<file path="src/inc/cpx_consts.svh">
`ifndef CPX_CONSTS_SVH
`define CPX_CONSTS_SVH
// primitive word fields
`define CPX_CA_BIT      15
`define CPX_PASS_BIT    14
`define CPX_DIR_BIT     13
`define CPX_SCAN_BIT    8
`define CPX_MCR_CODE    5'h01
`define CPX_SRS_CODE    4'h1
`define CPX_PRE_CODE    5'h1c
`define CPX_NULL_CODE   5'h08
// status register fields
`define CPX_TRACE_HI    15
`define CPX_TRACE_LO    14
`define CPX_TRACE_FLOW  2'h1
`define CPX_SUPER_BIT   13
`define CPX_SR_RST      16'h2700
// control interface register masks
`define CPX_CTRL_XACK   16'h0002
// stack frame format code for the four-word frame
`define CPX_FRAME_FOUR  4'h0
// transfer unit sizes in bytes
`define CPX_LONG_BYTES  3'h4
`define CPX_WORD_BYTES  3'h2
`endif

</file>
<file path="src/inc/cpx_pkg.sv">
package cpx_pkg;
	typedef enum logic [3:0] {
		cir_resp, cir_ctrl, cir_save, cir_restore, cir_opword,
		cir_cmd, cir_cond, cir_opnd, cir_regsel, cir_iaddr
	} cpx_cir_t;

	typedef enum logic [1:0] {cpx_ea_ctrl, cpx_ea_postinc, cpx_ea_predec} cpx_ea_t;

	typedef enum logic [3:0] {
		st_idle, st_cmd, st_resp, st_decode, st_pass, st_exec, st_viol, st_rsel, st_xfer,
		st_sr_iawr, st_sr_opwr, st_sr_oprd, st_sr_iard, st_flush, st_xack, st_pend
	} cpx_state_t;

	typedef struct packed {
		logic [31:0] addr;
		logic        long_sz;
		logic [31:0] data;
	} cpx_unit_t;
endpackage: cpx_pkg

</file>
<file path="src/inc/cpx_if.sv">
`timescale 1ns/10ps
interface cpx_if (
	input wire logic clk_sys,
	input wire logic nrst
);
	import cpx_pkg::*;
	logic        req;
	logic        we;
	logic        long_sz;
	cpx_cir_t    sel;
	logic [31:0] wdata;
	logic [31:0] rdata;
	logic        ack;

	modport main (output req, output we, output long_sz, output sel, output wdata, input rdata, input ack);
	modport copro (input req, input we, input long_sz, input sel, input wdata, output rdata, output ack);
endinterface: cpx_if

</file>
<file path="src/cpx_main.sv">
// Operation
// - memory destination: operand register to memory, longs where long-aligned with four bytes left, else words
// - coprocessor destination: memory to operand register
// - control modes use ascending addresses
// - postincrement ascends, register grows per operand
// - predecrement: operands descend, bytes ascend
// - status transfer only in general category
// - bit 8 selects scan counter transfer too
// - status alone: 16-bit write or load
// - to coprocessor: scan counter first, then status
// - from coprocessor: status first, then scan counter
// - load from coprocessor flushes and refills prefetch
// - flow trace at start arms trace at completion of a load from coprocessor
// - loaded trace bits wait for next instruction
// - decode pre-instruction exception primitive fields
// - acknowledge mask to control, then take exception
// - pre-instruction exception uses four-word frame
// - stacked address is the operation word
// - coprocessor may reject unknown command this way
// - coprocessor avoids it after visible changes
// - coprocessor may release early, finish concurrently
// - concurrent fault reported at next instruction start
// - coprocessor records address via pass flag
// - operand count is mask population count
`timescale 1ns/10ps
`include "cpx_consts.svh"
module cpx_fifo #(
	parameter int WIDTH = 8,
	parameter int DEPTH = 32
) (
	input  wire logic             clk_sys,
	input  wire logic             nrst,
	input  wire logic             in_valid,
	output logic                  in_ready,
	input  wire logic [WIDTH-1:0] in_data,
	output logic                  out_valid,
	input  wire logic             out_ready,
	output logic [WIDTH-1:0]      out_data
);
	localparam int AW = $clog2(DEPTH);
	logic [WIDTH-1:0] store [DEPTH];
	logic [AW:0]      wp;
	logic [AW:0]      rp;

	// depth must be a power of two for the wrap bit to work
	assign in_ready  = (wp - rp) != (AW+1)'(DEPTH);
	assign out_valid = wp != rp;
	assign out_data  = store[rp[AW-1:0]];

	always_ff @(posedge clk_sys) begin
		if (in_valid && in_ready)
			store[wp[AW-1:0]] <= in_data;
	end

	always_ff @(posedge clk_sys or negedge nrst) begin
		if (!nrst) begin
			wp <= '0;
			rp <= '0;
		end else begin
			if (in_valid && in_ready)
				wp <= wp + 1'b1;
			if (out_valid && out_ready)
				rp <= rp + 1'b1;
		end
	end
endmodule: cpx_fifo

module cpx_main import cpx_pkg::*; #(
	parameter int FIFO_DEPTH = 32
) (
	input  wire logic        clk_sys,
	input  wire logic        nrst,
	cpx_if.main              cir,
	input  wire logic        ins_start,
	input  wire logic        ins_cond,
	input  wire logic [15:0] ins_cmd,
	input  wire logic [31:0] ins_addr,
	input  wire logic [31:0] ins_scan,
	input  wire logic [15:0] sr_in,
	input  wire cpx_ea_t     ea_mode,
	input  wire logic [31:0] ea_addr,
	input  wire logic [31:0] an_in,
	output logic             mem_req,
	output logic             mem_we,
	output logic             mem_long,
	output logic [31:0]      mem_addr,
	output logic [31:0]      mem_wdata,
	input  wire logic [31:0] mem_rdata,
	input  wire logic        mem_ack,
	output logic             busy,
	output logic [15:0]      sr_out,
	output logic [31:0]      scan_out,
	output logic             trace_mode_flow,
	output logic [31:0]      an_out,
	output logic             an_we,
	output logic             flush,
	output logic [31:0]      refill_addr,
	output logic             refill_super,
	output logic             trace_take,
	output logic             exc_take,
	output logic [7:0]       exc_vector,
	output logic [3:0]       exc_format,
	output logic [31:0]      exc_pc,
	output logic             proto_viol,
	output logic             ins_done
);
	cpx_state_t  state;
	logic [15:0] prim;
	logic        cond;
	logic [31:0] iaddr;
	logic        trace_arm;
	logic [4:0]  opnd_left;
	logic [7:0]  byte_left;
	logic [31:0] cur;
	logic        acc_req;
	logic        acc_we;
	logic        acc_long;
	cpx_cir_t    acc_sel;
	logic [31:0] acc_wdata;
	logic        fi_ready;
	logic        fo_valid;
	cpx_unit_t   fo;

	function automatic logic [4:0] cpx_ones(input logic [15:0] m);
		logic [4:0] n;
		n = 5'h00;
		for (int i = 0; i < 16; i++)
			n = n + {4'h0, m[i]};
		return n;
	endfunction: cpx_ones

	// primitive decode
	wire dir      = prim[`CPX_DIR_BIT];
	wire scan_sel = prim[`CPX_SCAN_BIT];
	wire is_mcr   = prim[12:8] == `CPX_MCR_CODE;
	wire is_srs   = prim[12:9] == `CPX_SRS_CODE;
	wire is_pre   = !prim[`CPX_CA_BIT] && !dir && prim[12:8] == `CPX_PRE_CODE;
	wire is_null  = prim[12:8] == `CPX_NULL_CODE;
	wire [7:0] len = prim[7:0];
	wire [4:0] mask_cnt = cpx_ones(cir.rdata[15:0]);

	// transfer sequencing: long units only on long-aligned addresses
	wire       in_xfer  = state == st_xfer;
	wire       ul       = byte_left >= {5'h00, `CPX_LONG_BYTES} && !cur[1];
	wire [2:0] usz      = ul ? `CPX_LONG_BYTES : `CPX_WORD_BYTES;
	wire       src_req  = in_xfer && opnd_left != 5'h00 && fi_ready;
	wire       src_ack  = dir ? cir.ack : mem_ack;
	wire       src_fire = src_req && src_ack;
	wire       snk_ack  = dir ? mem_ack : cir.ack;
	wire [31:0] src_data = dir ? cir.rdata : mem_rdata;
	wire cpx_unit_t fi = '{addr: cur, long_sz: ul, data: src_data};
	wire       op_last  = byte_left == {5'h00, usz};
	wire       xfer_end = in_xfer && opnd_left == 5'h00 && !fo_valid;

	cpx_fifo #(.WIDTH($bits(cpx_unit_t)), .DEPTH(FIFO_DEPTH)) u_fifo (
		.clk_sys   (clk_sys),
		.nrst      (nrst),
		.in_valid  (src_fire),
		.in_ready  (fi_ready),
		.in_data   (fi),
		.out_valid (fo_valid),
		.out_ready (in_xfer && snk_ack),
		.out_data  (fo)
	);

	// port steering: the fifo decouples source and sink sides
	assign cir.req     = in_xfer ? (dir ? src_req : fo_valid) : acc_req;
	assign cir.sel     = in_xfer ? cir_opnd : acc_sel;
	assign cir.we      = in_xfer ? !dir : acc_we;
	assign cir.long_sz = in_xfer ? (dir ? ul : fo.long_sz) : acc_long;
	// operand reads keep wdata still while the fifo drains underneath
	assign cir.wdata   = in_xfer ? (dir ? 32'h0000_0000 : fo.data) : acc_wdata;
	assign mem_req     = in_xfer && (dir ? fo_valid : src_req);
	assign mem_we      = in_xfer && dir;
	assign mem_addr    = dir ? fo.addr : cur;
	assign mem_long    = dir ? fo.long_sz : ul;
	assign mem_wdata   = fo.data;
	assign busy        = state != st_idle;

	// single accesses outside the bulk transfer
	always_comb begin
		acc_req   = 1'b1;
		acc_we    = 1'b0;
		acc_long  = 1'b0;
		acc_sel   = cir_resp;
		acc_wdata = 32'h0000_0000;
		case (state)
			st_cmd: begin
				acc_sel   = cond ? cir_cond : cir_cmd;
				acc_we    = 1'b1;
				acc_wdata = {16'h0000, ins_cmd};
			end
			st_resp: acc_sel = cir_resp;
			st_pass: begin
				acc_sel   = cir_iaddr;
				acc_we    = 1'b1;
				acc_long  = 1'b1;
				acc_wdata = iaddr;
			end
			st_rsel: acc_sel = cir_regsel;
			st_sr_iawr: begin
				acc_sel   = cir_iaddr;
				acc_we    = 1'b1;
				acc_long  = 1'b1;
				acc_wdata = scan_out;
			end
			st_sr_opwr: begin
				acc_sel   = cir_opnd;
				acc_we    = 1'b1;
				acc_wdata = {16'h0000, sr_out};
			end
			st_sr_oprd: acc_sel = cir_opnd;
			st_sr_iard: begin
				acc_sel  = cir_iaddr;
				acc_long = 1'b1;
			end
			st_xack: begin
				acc_sel   = cir_ctrl;
				acc_we    = 1'b1;
				acc_wdata = {16'h0000, `CPX_CTRL_XACK};
			end
			default: acc_req = 1'b0;
		endcase
	end

	// operand and address register walk
	always_ff @(posedge clk_sys or negedge nrst) begin
		if (!nrst) begin
			opnd_left <= 5'h00;
			byte_left <= 8'h00;
			cur       <= 32'h0000_0000;
			an_out    <= 32'h0000_0000;
		end else if (state == st_rsel && cir.ack) begin
			opnd_left <= (len == 8'h00) ? 5'h00 : mask_cnt;
			byte_left <= len;
			if (ea_mode == cpx_ea_predec && mask_cnt != 5'h00) begin
				cur    <= an_in - {24'h000000, len};
				an_out <= an_in - {24'h000000, len};
			end else begin
				cur    <= (ea_mode == cpx_ea_ctrl) ? ea_addr : an_in;
				an_out <= an_in;
			end
		end else if (src_fire) begin
			if (op_last) begin
				opnd_left <= opnd_left - 5'h01;
				byte_left <= len;
				if (ea_mode == cpx_ea_predec && opnd_left != 5'h01) begin
					cur    <= an_out - {24'h000000, len};
					an_out <= an_out - {24'h000000, len};
				end else begin
					cur <= cur + {29'h0, usz};
					if (ea_mode == cpx_ea_postinc)
						an_out <= cur + {29'h0, usz};
				end
			end else begin
				byte_left <= byte_left - {5'h00, usz};
				cur       <= cur + {29'h0, usz};
			end
		end
	end

	// primitive sequencer
	always_ff @(posedge clk_sys or negedge nrst) begin
		if (!nrst) begin
			state <= st_idle;
			prim <= 16'h0000;
			cond <= 1'b0;
			iaddr <= 32'h0000_0000;
			sr_out <= `CPX_SR_RST;
			scan_out <= 32'h0000_0000;
			trace_mode_flow <= 1'b0;
			trace_arm <= 1'b0;
			an_we <= 1'b0;
			flush <= 1'b0;
			refill_addr <= 32'h0000_0000;
			refill_super <= 1'b0;
			trace_take <= 1'b0;
			exc_take <= 1'b0;
			exc_vector <= 8'h00;
			exc_format <= `CPX_FRAME_FOUR;
			exc_pc <= 32'h0000_0000;
			proto_viol <= 1'b0;
			ins_done <= 1'b0;
		end else begin
			{an_we, flush, trace_take, exc_take, proto_viol, ins_done} <= 6'h00;
			case (state)
				st_idle: if (ins_start) begin
					cond     <= ins_cond;
					iaddr    <= ins_addr;
					sr_out   <= sr_in;
					scan_out <= ins_scan;
					// trace mode frozen for the whole instruction
					trace_mode_flow <= sr_in[`CPX_TRACE_HI:`CPX_TRACE_LO] == `CPX_TRACE_FLOW;
					trace_arm <= 1'b0;
					state    <= st_cmd;
				end
				st_cmd: if (cir.ack) state <= st_resp;
				st_resp: if (cir.ack) begin
					prim  <= cir.rdata[15:0];
					state <= st_decode;
				end
				st_decode: state <= prim[`CPX_PASS_BIT] ? st_pass : st_exec;
				st_pass: if (cir.ack) state <= st_exec;
				st_exec: begin
					if (is_pre)
						state <= st_xack;
					else if (is_mcr)
						state <= (cond || len[0]) ? st_viol : st_rsel;
					else if (is_srs && cond)
						state <= st_viol;
					else if (is_srs)
						state <= dir ? st_sr_oprd : (scan_sel ? st_sr_iawr : st_sr_opwr);
					else if (is_null)
						state <= st_pend;
					else
						state <= st_viol;
				end
				st_viol: begin
					proto_viol <= 1'b1;
					state      <= st_idle;
				end
				st_rsel: if (cir.ack) state <= st_xfer;
				st_xfer: if (xfer_end) begin
					an_we <= ea_mode != cpx_ea_ctrl;
					state <= st_pend;
				end
				st_sr_iawr: if (cir.ack) state <= st_sr_opwr;
				st_sr_opwr: if (cir.ack) state <= st_pend;
				st_sr_oprd: if (cir.ack) begin
					sr_out <= cir.rdata[15:0];
					state  <= scan_sel ? st_sr_iard : st_flush;
				end
				st_sr_iard: if (cir.ack) begin
					scan_out <= cir.rdata;
					state    <= st_flush;
				end
				st_flush: begin
					flush        <= 1'b1;
					refill_addr  <= scan_out;
					refill_super <= sr_out[`CPX_SUPER_BIT];
					if (trace_mode_flow)
						trace_arm <= 1'b1;
					state <= st_pend;
				end
				st_xack: if (cir.ack) begin
					exc_take   <= 1'b1;
					exc_vector <= prim[7:0];
					exc_format <= `CPX_FRAME_FOUR;
					exc_pc     <= iaddr;
					state      <= st_idle;
				end
				st_pend: begin
					if (prim[`CPX_CA_BIT]) begin
						state <= st_resp;
					end else begin
						ins_done   <= 1'b1;
						trace_take <= trace_arm;
						state      <= st_idle;
					end
				end
				default: state <= st_idle;
			endcase
		end
	end
endmodule: cpx_main

</file>
<file path="src/flat_wrapper.sv">
// flat-port wrapper written by rule: the top's interface ports become plain ports
module cpx_main_flat import cpx_pkg::*;
#(
	parameter int FIFO_DEPTH = 32
)
  (clk_sys, nrst, ins_start, ins_cond, ins_cmd, ins_addr, ins_scan, sr_in, ea_mode, ea_addr, an_in, mem_req, mem_we, mem_long, mem_addr, mem_wdata, mem_rdata, mem_ack, busy, sr_out, scan_out, trace_mode_flow, an_out, an_we, flush, refill_addr, refill_super, trace_take, exc_take, exc_vector, exc_format, exc_pc, proto_viol, ins_done, cir_req, cir_we, cir_long_sz, cir_sel, cir_wdata, cir_rdata, cir_ack);
  cpx_if cir_i (.clk_sys(clk_sys), .nrst(nrst));
  input  wire logic clk_sys;
  input  wire logic nrst;
  input  wire logic ins_start;
  input  wire logic ins_cond;
  input  wire logic [15:0] ins_cmd;
  input  wire logic [31:0] ins_addr;
  input  wire logic [31:0] ins_scan;
  input  wire logic [15:0] sr_in;
  input  wire cpx_ea_t ea_mode;
  input  wire logic [31:0] ea_addr;
  input  wire logic [31:0] an_in;
  output logic mem_req;
  output logic mem_we;
  output logic mem_long;
  output logic [31:0] mem_addr;
  output logic [31:0] mem_wdata;
  input  wire logic [31:0] mem_rdata;
  input  wire logic mem_ack;
  output logic busy;
  output logic [15:0] sr_out;
  output logic [31:0] scan_out;
  output logic trace_mode_flow;
  output logic [31:0] an_out;
  output logic an_we;
  output logic flush;
  output logic [31:0] refill_addr;
  output logic refill_super;
  output logic trace_take;
  output logic exc_take;
  output logic [7:0] exc_vector;
  output logic [3:0] exc_format;
  output logic [31:0] exc_pc;
  output logic proto_viol;
  output logic ins_done;
  output wire logic [$bits(cir_i.req)-1:0] cir_req;
  output wire logic [$bits(cir_i.we)-1:0] cir_we;
  output wire logic [$bits(cir_i.long_sz)-1:0] cir_long_sz;
  output wire logic [$bits(cir_i.sel)-1:0] cir_sel;
  output wire logic [$bits(cir_i.wdata)-1:0] cir_wdata;
  input wire logic [$bits(cir_i.rdata)-1:0] cir_rdata;
  input wire logic [$bits(cir_i.ack)-1:0] cir_ack;
  assign cir_req = cir_i.req;
  assign cir_we = cir_i.we;
  assign cir_long_sz = cir_i.long_sz;
  assign cir_sel = cir_i.sel;
  assign cir_wdata = cir_i.wdata;
  assign cir_i.rdata = cir_rdata;
  assign cir_i.ack = cir_ack;
  cpx_main #(.FIFO_DEPTH(FIFO_DEPTH)) u_core (.clk_sys(clk_sys), .nrst(nrst), .cir(cir_i), .ins_start(ins_start), .ins_cond(ins_cond), .ins_cmd(ins_cmd), .ins_addr(ins_addr), .ins_scan(ins_scan), .sr_in(sr_in), .ea_mode(ea_mode), .ea_addr(ea_addr), .an_in(an_in), .mem_req(mem_req), .mem_we(mem_we), .mem_long(mem_long), .mem_addr(mem_addr), .mem_wdata(mem_wdata), .mem_rdata(mem_rdata), .mem_ack(mem_ack), .busy(busy), .sr_out(sr_out), .scan_out(scan_out), .trace_mode_flow(trace_mode_flow), .an_out(an_out), .an_we(an_we), .flush(flush), .refill_addr(refill_addr), .refill_super(refill_super), .trace_take(trace_take), .exc_take(exc_take), .exc_vector(exc_vector), .exc_format(exc_format), .exc_pc(exc_pc), .proto_viol(proto_viol), .ins_done(ins_done));
endmodule
</file>
<file path="config.mk">
export PLATFORM = sky130hd
export DESIGN_NAME = cpx_main_flat
export DESIGN_NICKNAME = d
export VERILOG_FILES = /design/src/inc/cpx_pkg.sv /design/src/inc/cpx_if.sv /design/src/cpx_main.sv /design/src/flat_wrapper.sv
export VERILOG_INCLUDE_DIRS = /design/src /design/src/inc
export SDC_FILE = /design/constraint.sdc
export NUM_CORES = 2
export LEC_CHECK = 0
export ABC_AREA = 1
export BUFFER_PORTS_ARGS = -buffer_cell sky130_fd_sc_hd__buf_2
export CORE_ASPECT_RATIO = 0.75
export CORE_MARGIN = 2
export CORE_UTILIZATION = 40
export CTS_CLUSTER_SIZE = 24
export DETAILED_ROUTE_END_ITERATION = 10
export PLACE_DENSITY = 0.6
export SYNTH_ARGS = -nofsm -noshare
export SYNTH_HDL_FRONTEND = slang
export SYNTH_SLANG_ARGS = --single-unit
</file>
<file path="constraint.sdc">
create_clock -name clk_sys -period 7.2 [get_ports clk_sys]
set_input_delay 1.08 -clock clk_sys [delete_from_list [all_inputs] [get_ports clk_sys]]
set_output_delay 1.08 -clock clk_sys [all_outputs]
set_load 0.05 [all_outputs]
</file>
## Word level (Yosys, flattened, before mapping)

Memory sizes are Yosys's and may differ from the RTL's.
Cells that the tools add are included.

- Input bits: 232
- Word-level logic and storage cells: 220
- Output and inout port bits: 271
- Bits in registers: 271
- Memory bits (read-only): 0
- Latch bits: 0
- Bits in writable memories: 2080
- Memories kept: 1

- Eq/ne operators: 38
- Reductions and logical operators: 49
- $mul: 0
- Bitwise gates (word level): 0
- Div/mod/pow operators: 0
- Shifts and indexed selects: 0
- $add $sub $neg: 23
- $lt $le $gt $ge: 1
- Mux-type cells: 84

Memory list:

| name | depth | bits a word | rd ports | clocked after Yosys merged registers in | write ports | RTL line | RTL |
|---|---|---|---|---|---|---|---|
| u_core.u_fifo.store | 32 | 65 | 1 | 0 | 1 | cpx_main.sv:41 | `logic [WIDTH-1:0] store [DEPTH];` |

Operators with widths:

| cell | number |
|---|---|
| two-way mux 32 bit | 18 |
| one-hot mux 32 bit (5 select lines) | 1 |
| two-way mux 4 bit | 18 |
| adder 5 x 1 -> 5 bit | 14 |
| one-hot mux 32 bit (2 select lines) | 1 |
| one-hot mux 4 bit (16 select lines) | 1 |
| subtractor 32 x 8 -> 32 bit | 2 |
| adder 32 x 3 -> 32 bit | 1 |
| == test 4 bit, second input constant | 8 |
| two-way mux 16 bit | 2 |
| one-hot mux 16 bit (2 select lines) | 1 |
| two-way mux 1 bit | 29 |
| two-way mux 8 bit | 3 |
| != test 2 bit, second input constant | 11 |
| two-way mux 5 bit | 4 |
| one-hot mux 4 bit (5 select lines) | 1 |
| logical AND 1 bit | 17 |
| == test 4 x 3 -> 1 bit, second input constant | 4 |
| adder 6 x 1 -> 6 bit, second input constant | 2 |
| AND reduction 3 bit | 4 |
| nonzero test 2 bit | 6 |
| AND reduction 11 bit | 1 |
| nonzero test 5 bit | 2 |
| OR reduction 9 bit | 1 |
| other kinds (32) | 43 |

## Logic depth before layout (Yosys ltp)

- Depth after elaboration: 19
- Depth in mapped cells: 24
- Gate-level depth less buffers: 23

## By module

A second synthesis with hierarchy kept.

- Cell total of the unflattened synthesis: 9241
- Area total of the unflattened synthesis: 100690.3 sq um

Modules (own cells, without submodules):

| module | cells an instance | times used | area an instance (sq um) | seq. area each (sq um) |
|---|---|---|---|---|
| cpx_fifo | 6457 | 1 | 82542.9 | 62760.2 |
| cpx_main | 2784 | 1 | 18147.4 | 6486.2 |

## Worst setup path before layout

OpenSTA, ideal clock, no wires.

- Path type: register -> register
- Start point: register u_core.u_fifo.rp[4]
- End point: memory u_core.u_fifo.store[31][0] in the netlist's numbering, enable pin
- Setup time: 0.568 ns
- Stages on the path, launching flop included: 15
- Path buffers: 3
- Period minus slack after synthesis: 7.417 ns
- Data required time: 6.632 ns
- Data arrival time: 6.849 ns
- Slack: -0.217 ns
- Cell sequence: dfrtp_1 > clkbuf_1 > inv_2 > buf_1 > clkbuf_1 > ha_1 > a21oi_1 > nand4_1 > nand2_1 > nor2_1 > nand2_1 > nand3_2 > nor2_1 > inv_1 > nor3_1

- Longest elaborated chain between the ends: 7

Ends and longest elaborated chain:

| what | RTL line | RTL |
|---|---|---|
| from (decl) | cpx_main.sv:43 | `logic [AW:0] rp;` |
| from (signal assigned) | cpx_main.sv:63 | `rp <= rp + 1'b1;` |
| subtractor 6 bit * | cpx_main.sv:46 | `assign in_ready = (wp - rp) != (AW+1)'(DEPTH);` |
| != test 6 bit * | cpx_main.sv:46 |  |
| logical AND 1 bit | cpx_main.sv:146 | `wire src_req = in_xfer && opnd_left != 5'h00 && fi_ready;` |
| logical AND 1 bit | cpx_main.sv:148 | `wire src_fire = src_req && src_ack;` |
| logical AND 1 bit * | cpx_main.sv:51 | `if (in_valid && in_ready)` |
| two-way mux 1 bit * | cpx_main.sv:51 |  |
| two-way mux 1 bit (not written as such) * | cpx_main.sv:52 | `store[wp[AW-1:0]] <= in_data;` |
| to (decl) | cpx_main.sv:41 |  |

Mark *: on every way between the ends. The rest lies on a longest branch, timed or not.

## Worst setup path after layout

- Start point: register u_core.u_fifo.rp[2]
- End point: output port mem_addr[2]

- Longest elaborated chain between the ends: 2

Ends and longest elaborated chain:

| what | RTL line | RTL |
|---|---|---|
| memory read (32 x 65 bit) | -- |  |
| two-way mux 32 bit | cpx_main.sv:175 | `assign mem_addr = dir ? fo.addr : cur;` |
| to (decl) | flat_wrapper.sv:22 | `output logic [31:0] mem_addr;` |

No other way between the ends.

==> results.toml <==
[routing]
num_vias = 74200
via_per_inst = 5.86
drc = 0
drtIter0Drc = 10300
routed_wirelength_mm = 346
drtAntennaViolNets = 0
first_pass_iters = 6
routedWlPerCell_um = 27.3

[setup_path]
r2r_start = "u_core.u_fifo.rp[2]"
worstSetupEndpointType = "output pin"
cpMostUsedCell = "nand3_1"
required_ns = 6.12
path_max_fanout = 34
critical_path.top_delay_family = "buffers and inverters"
critPathSlowestCell = "buf_4"
worst-path-buf-inv = 3
cp.depth = 8
startpoint_type = "flop"
critPathCapture = "mem_addr[2]"
reg2reg_slack_ns = 1.97
reg2reg_to = "u_core.u_fifo.store[31][31]"
slowest_delay_ns = 0.78
crit_type = "flop to output pin"
reg2regPathDepth = 14
crit_start = "u_core.u_fifo.rp[2]"
cp.arrival_ns = 4.91
crit_chain = "inv_4 > buf_4 > o221ai_1 > nand3_1 > nand4_1 > nand3_1 > o21ai_0 > buf_2"

[synthesis]
ys_seq_area_share_pct = 69.4
ys_warn_count = 0
synth_common_cells = "2080 x edfxtp_1, 1395 x o21ai_0, 1386 x nor2_1, 1297 x nand2_1, 415 x nand3_1"
yosys-top-cells-area = "edfxtp_1 63%, o21ai_0 7.0%, dfrtp_1 6.7%"
synth-seq-cells = 2351
synth_top_area_cell = "edfxtp_1"
synth_area_um2 = 99800
post-synth-top-count-cell = "edfxtp_1"
async_flop_share_pct = 11.5
postSynthCellCount = 8823
yosysUniqueCellTypes = 52
avgSynthCellArea_um2 = 11.3
synth-edff-count = 2080
synth_ff_type = "edfxtp_1"
synth_top_area_share_pct = 62.6

[timing]
fin_crit_sh_pct = 83.3
fmax_ghz = 0.167
whs_ns = 0.143
setup_viol = 0
setup_slack_ns = 1.21
rsz0062_at_grt = "false"
relSlewSlack_pct = 9.82
hold_viol_final = 0
tightest_slew_ns = 1.35
skew_ns = 0.0613
finalMaxSlewViolations = 0
tns_ns = 0
finalCriticalPeriod_ns = 5.99

[clock_network]
clock-sinks = 2351
ctsHoldBuffers = 0
cts_resized = 0
post_cts_buffers = 0
clk_pin_slew_worst_paths_ns = 0.06
clock_path_buffers = 3
cts-root-buf = "clkbuf_16"
cts_made_buffers = 226
cts_tree = "built"
clk_latency_ns = 0.88
cts_htree_levels = 4

[global_routing]
grt_overflow = 0
grt_pass1_wl_mm = 495
grt_pass1_vias = 68700
antenna_found_initial = 30
grt_max_degree = 207
grt_usage_pct = 26.5

[final_layout]
design_area_um2 = 114000
fillers = 22500
drive_gt1_share_pct = 12.1
area_growth_pct = 14.1
nets = 9472

[floorplan]
die_w_um = 581
die-area_um2 = 253000
ios = 503
die-height_um = 436
core.rowCount = 158
core_um2 = 248000
initial_core_util_pct = 40.3

[place]
place_ws_ns = 0.843
portBuffers = 498
place_congestion = 1.01
dpl.hpwl_mm = 203
placed_area_um2 = 106000

[power]
finalPower_mw = 49.4
irDropWorstVdd_uv = 358
p_leak_nw = 40.6
power_density_nw_per_um2 = 434

[run]
drv_cap = 0

[hold_path]
hold_class = "primary input to asynchronous set/reset pin"

[status]
status = "finished clean"
==> worst min path at each step <==
stage,startpoint,to
5_1_grt,nrst,u_core.iaddr[0]
2_1_floorplan,u_core.prim[3],u_core.prim[3]
4_1_cts,nrst,u_core.iaddr[0]
6_report,nrst,u_core.iaddr[0]
3_3_place_gp,u_core.exc_pc[15],u_core.exc_pc[15]
3_5_place_dp,u_core.exc_pc[11],u_core.exc_pc[11]
==> sequential cells by signal (all words and copies together) (netlist names), 4 cells and up <==
name / flops
u_core.u_fifo.store: 2080
u_core.u_fifo.wp: 6
u_core.iaddr: 32
u_core.exc_vector: 8
u_core.refill_addr: 32
u_core.sr_out: 16
u_core.opnd_left: 5
u_core.byte_left: 8
u_core.exc_pc: 32
u_core.u_fifo.rp: 6
u_core.scan_out: 32
u_core.cur: 32
u_core.prim: 16
u_core.state: 4
u_core.an_out: 32
==> stage by stage <==
stage	utilization, %	cells
final	46.0	12700
after global routing	46.0	12700
after CTS	46.0	12700
after detailed placement	43.0	12200
after global placement	43.0	12200
after floorplan	-	8826
==> layer usage <==
| layer | wire (um) | vias to the layer above | global-route usage, % |
|---|---|---|---|
| li1 | - | 32400 | - |
| met5 | 71 | - | 0 |
| met1 | 150000 | 37200 | 39.7 |
| met2 | 152000 | 4119 | 39.2 |
| met3 | 35400 | 517 | 5.00 |
| met4 | 9120 | 10 | 7.23 |
==> final cells by class <==
class                           count  area [um^2]  share of cell area (%)
Clock buffer                      285         5950                    5.23
Clock inverter                    131         1430                    1.25
Tap cell                         3280         4100                    3.61
Sequential cell                  2351        69300                    60.9
Antenna cell                       14         35.0                  0.0308
Inverter                          376         1450                    1.27
Multi-Input combinational cell   5539        27000                    23.7
Timing Repair Buffer              697         4570                    4.02
==> cells in the final DEF (no fill, tap or decap), types with 29 or more instances in the layout <==
cell type  Yosys  final
nor2_1      1386   1353
o21ai_1       32     34
edfxtp_1    2080   2080
clkbuf_1     314     54
xor2_1        29     29
nand3_1      415    414
o211ai_1     145    145
dfrtp_1      267    260
o21ai_0     1395   1363
o221ai_1     121    121
clkbuf_16      0    228
inv_1        352    350
buf_4         34    153
nand4_1       89     89
buf_12         0     46
nand2_1     1297   1295
a21oi_1      101    101
buf_2        174    497
ha_1          36     36
clkinv_1       3     45
clkinv_2       0     39
o22ai_1      329    329
nor2_4         2     36
==> worst register-to-register path, cell delays in order, from the launching register on <==
cell and delay, ns:
dfrtp_4 0.71, inv_4 0.65, ha_1 0.52, nand2_1 0.10
nand2_1 0.07, a21oi_1 0.15, xnor2_1 0.14, nor2_1 0.05
nand2_1 0.24, nand3_2 0.14, buf_4 0.30, nor2_1 0.21
inv_1 0.33, nor3_4 0.92, buf_12 0.33
==> cells by family after synthesis <==
family,synth area share (%)
adders and majority gates,0.712
AOI/OAI and AO/OA,12.3
other,0.00376
buffers and inverters,3.96
and+or+nand+nor,13.2
muxes,0.0602
xor gates and xnor gates,0.325
DFF,69.4
==> report_power, final <==
group          switching (mW)  internal, mW  leakage [nW]
registers               0.744          17.0          22.2
logic                    15.2          4.54          14.8
clock network            5.29          6.66          3.56
total                    21.2          28.2          40.6
Note: power is estimated with default switching activity, not from simulation.
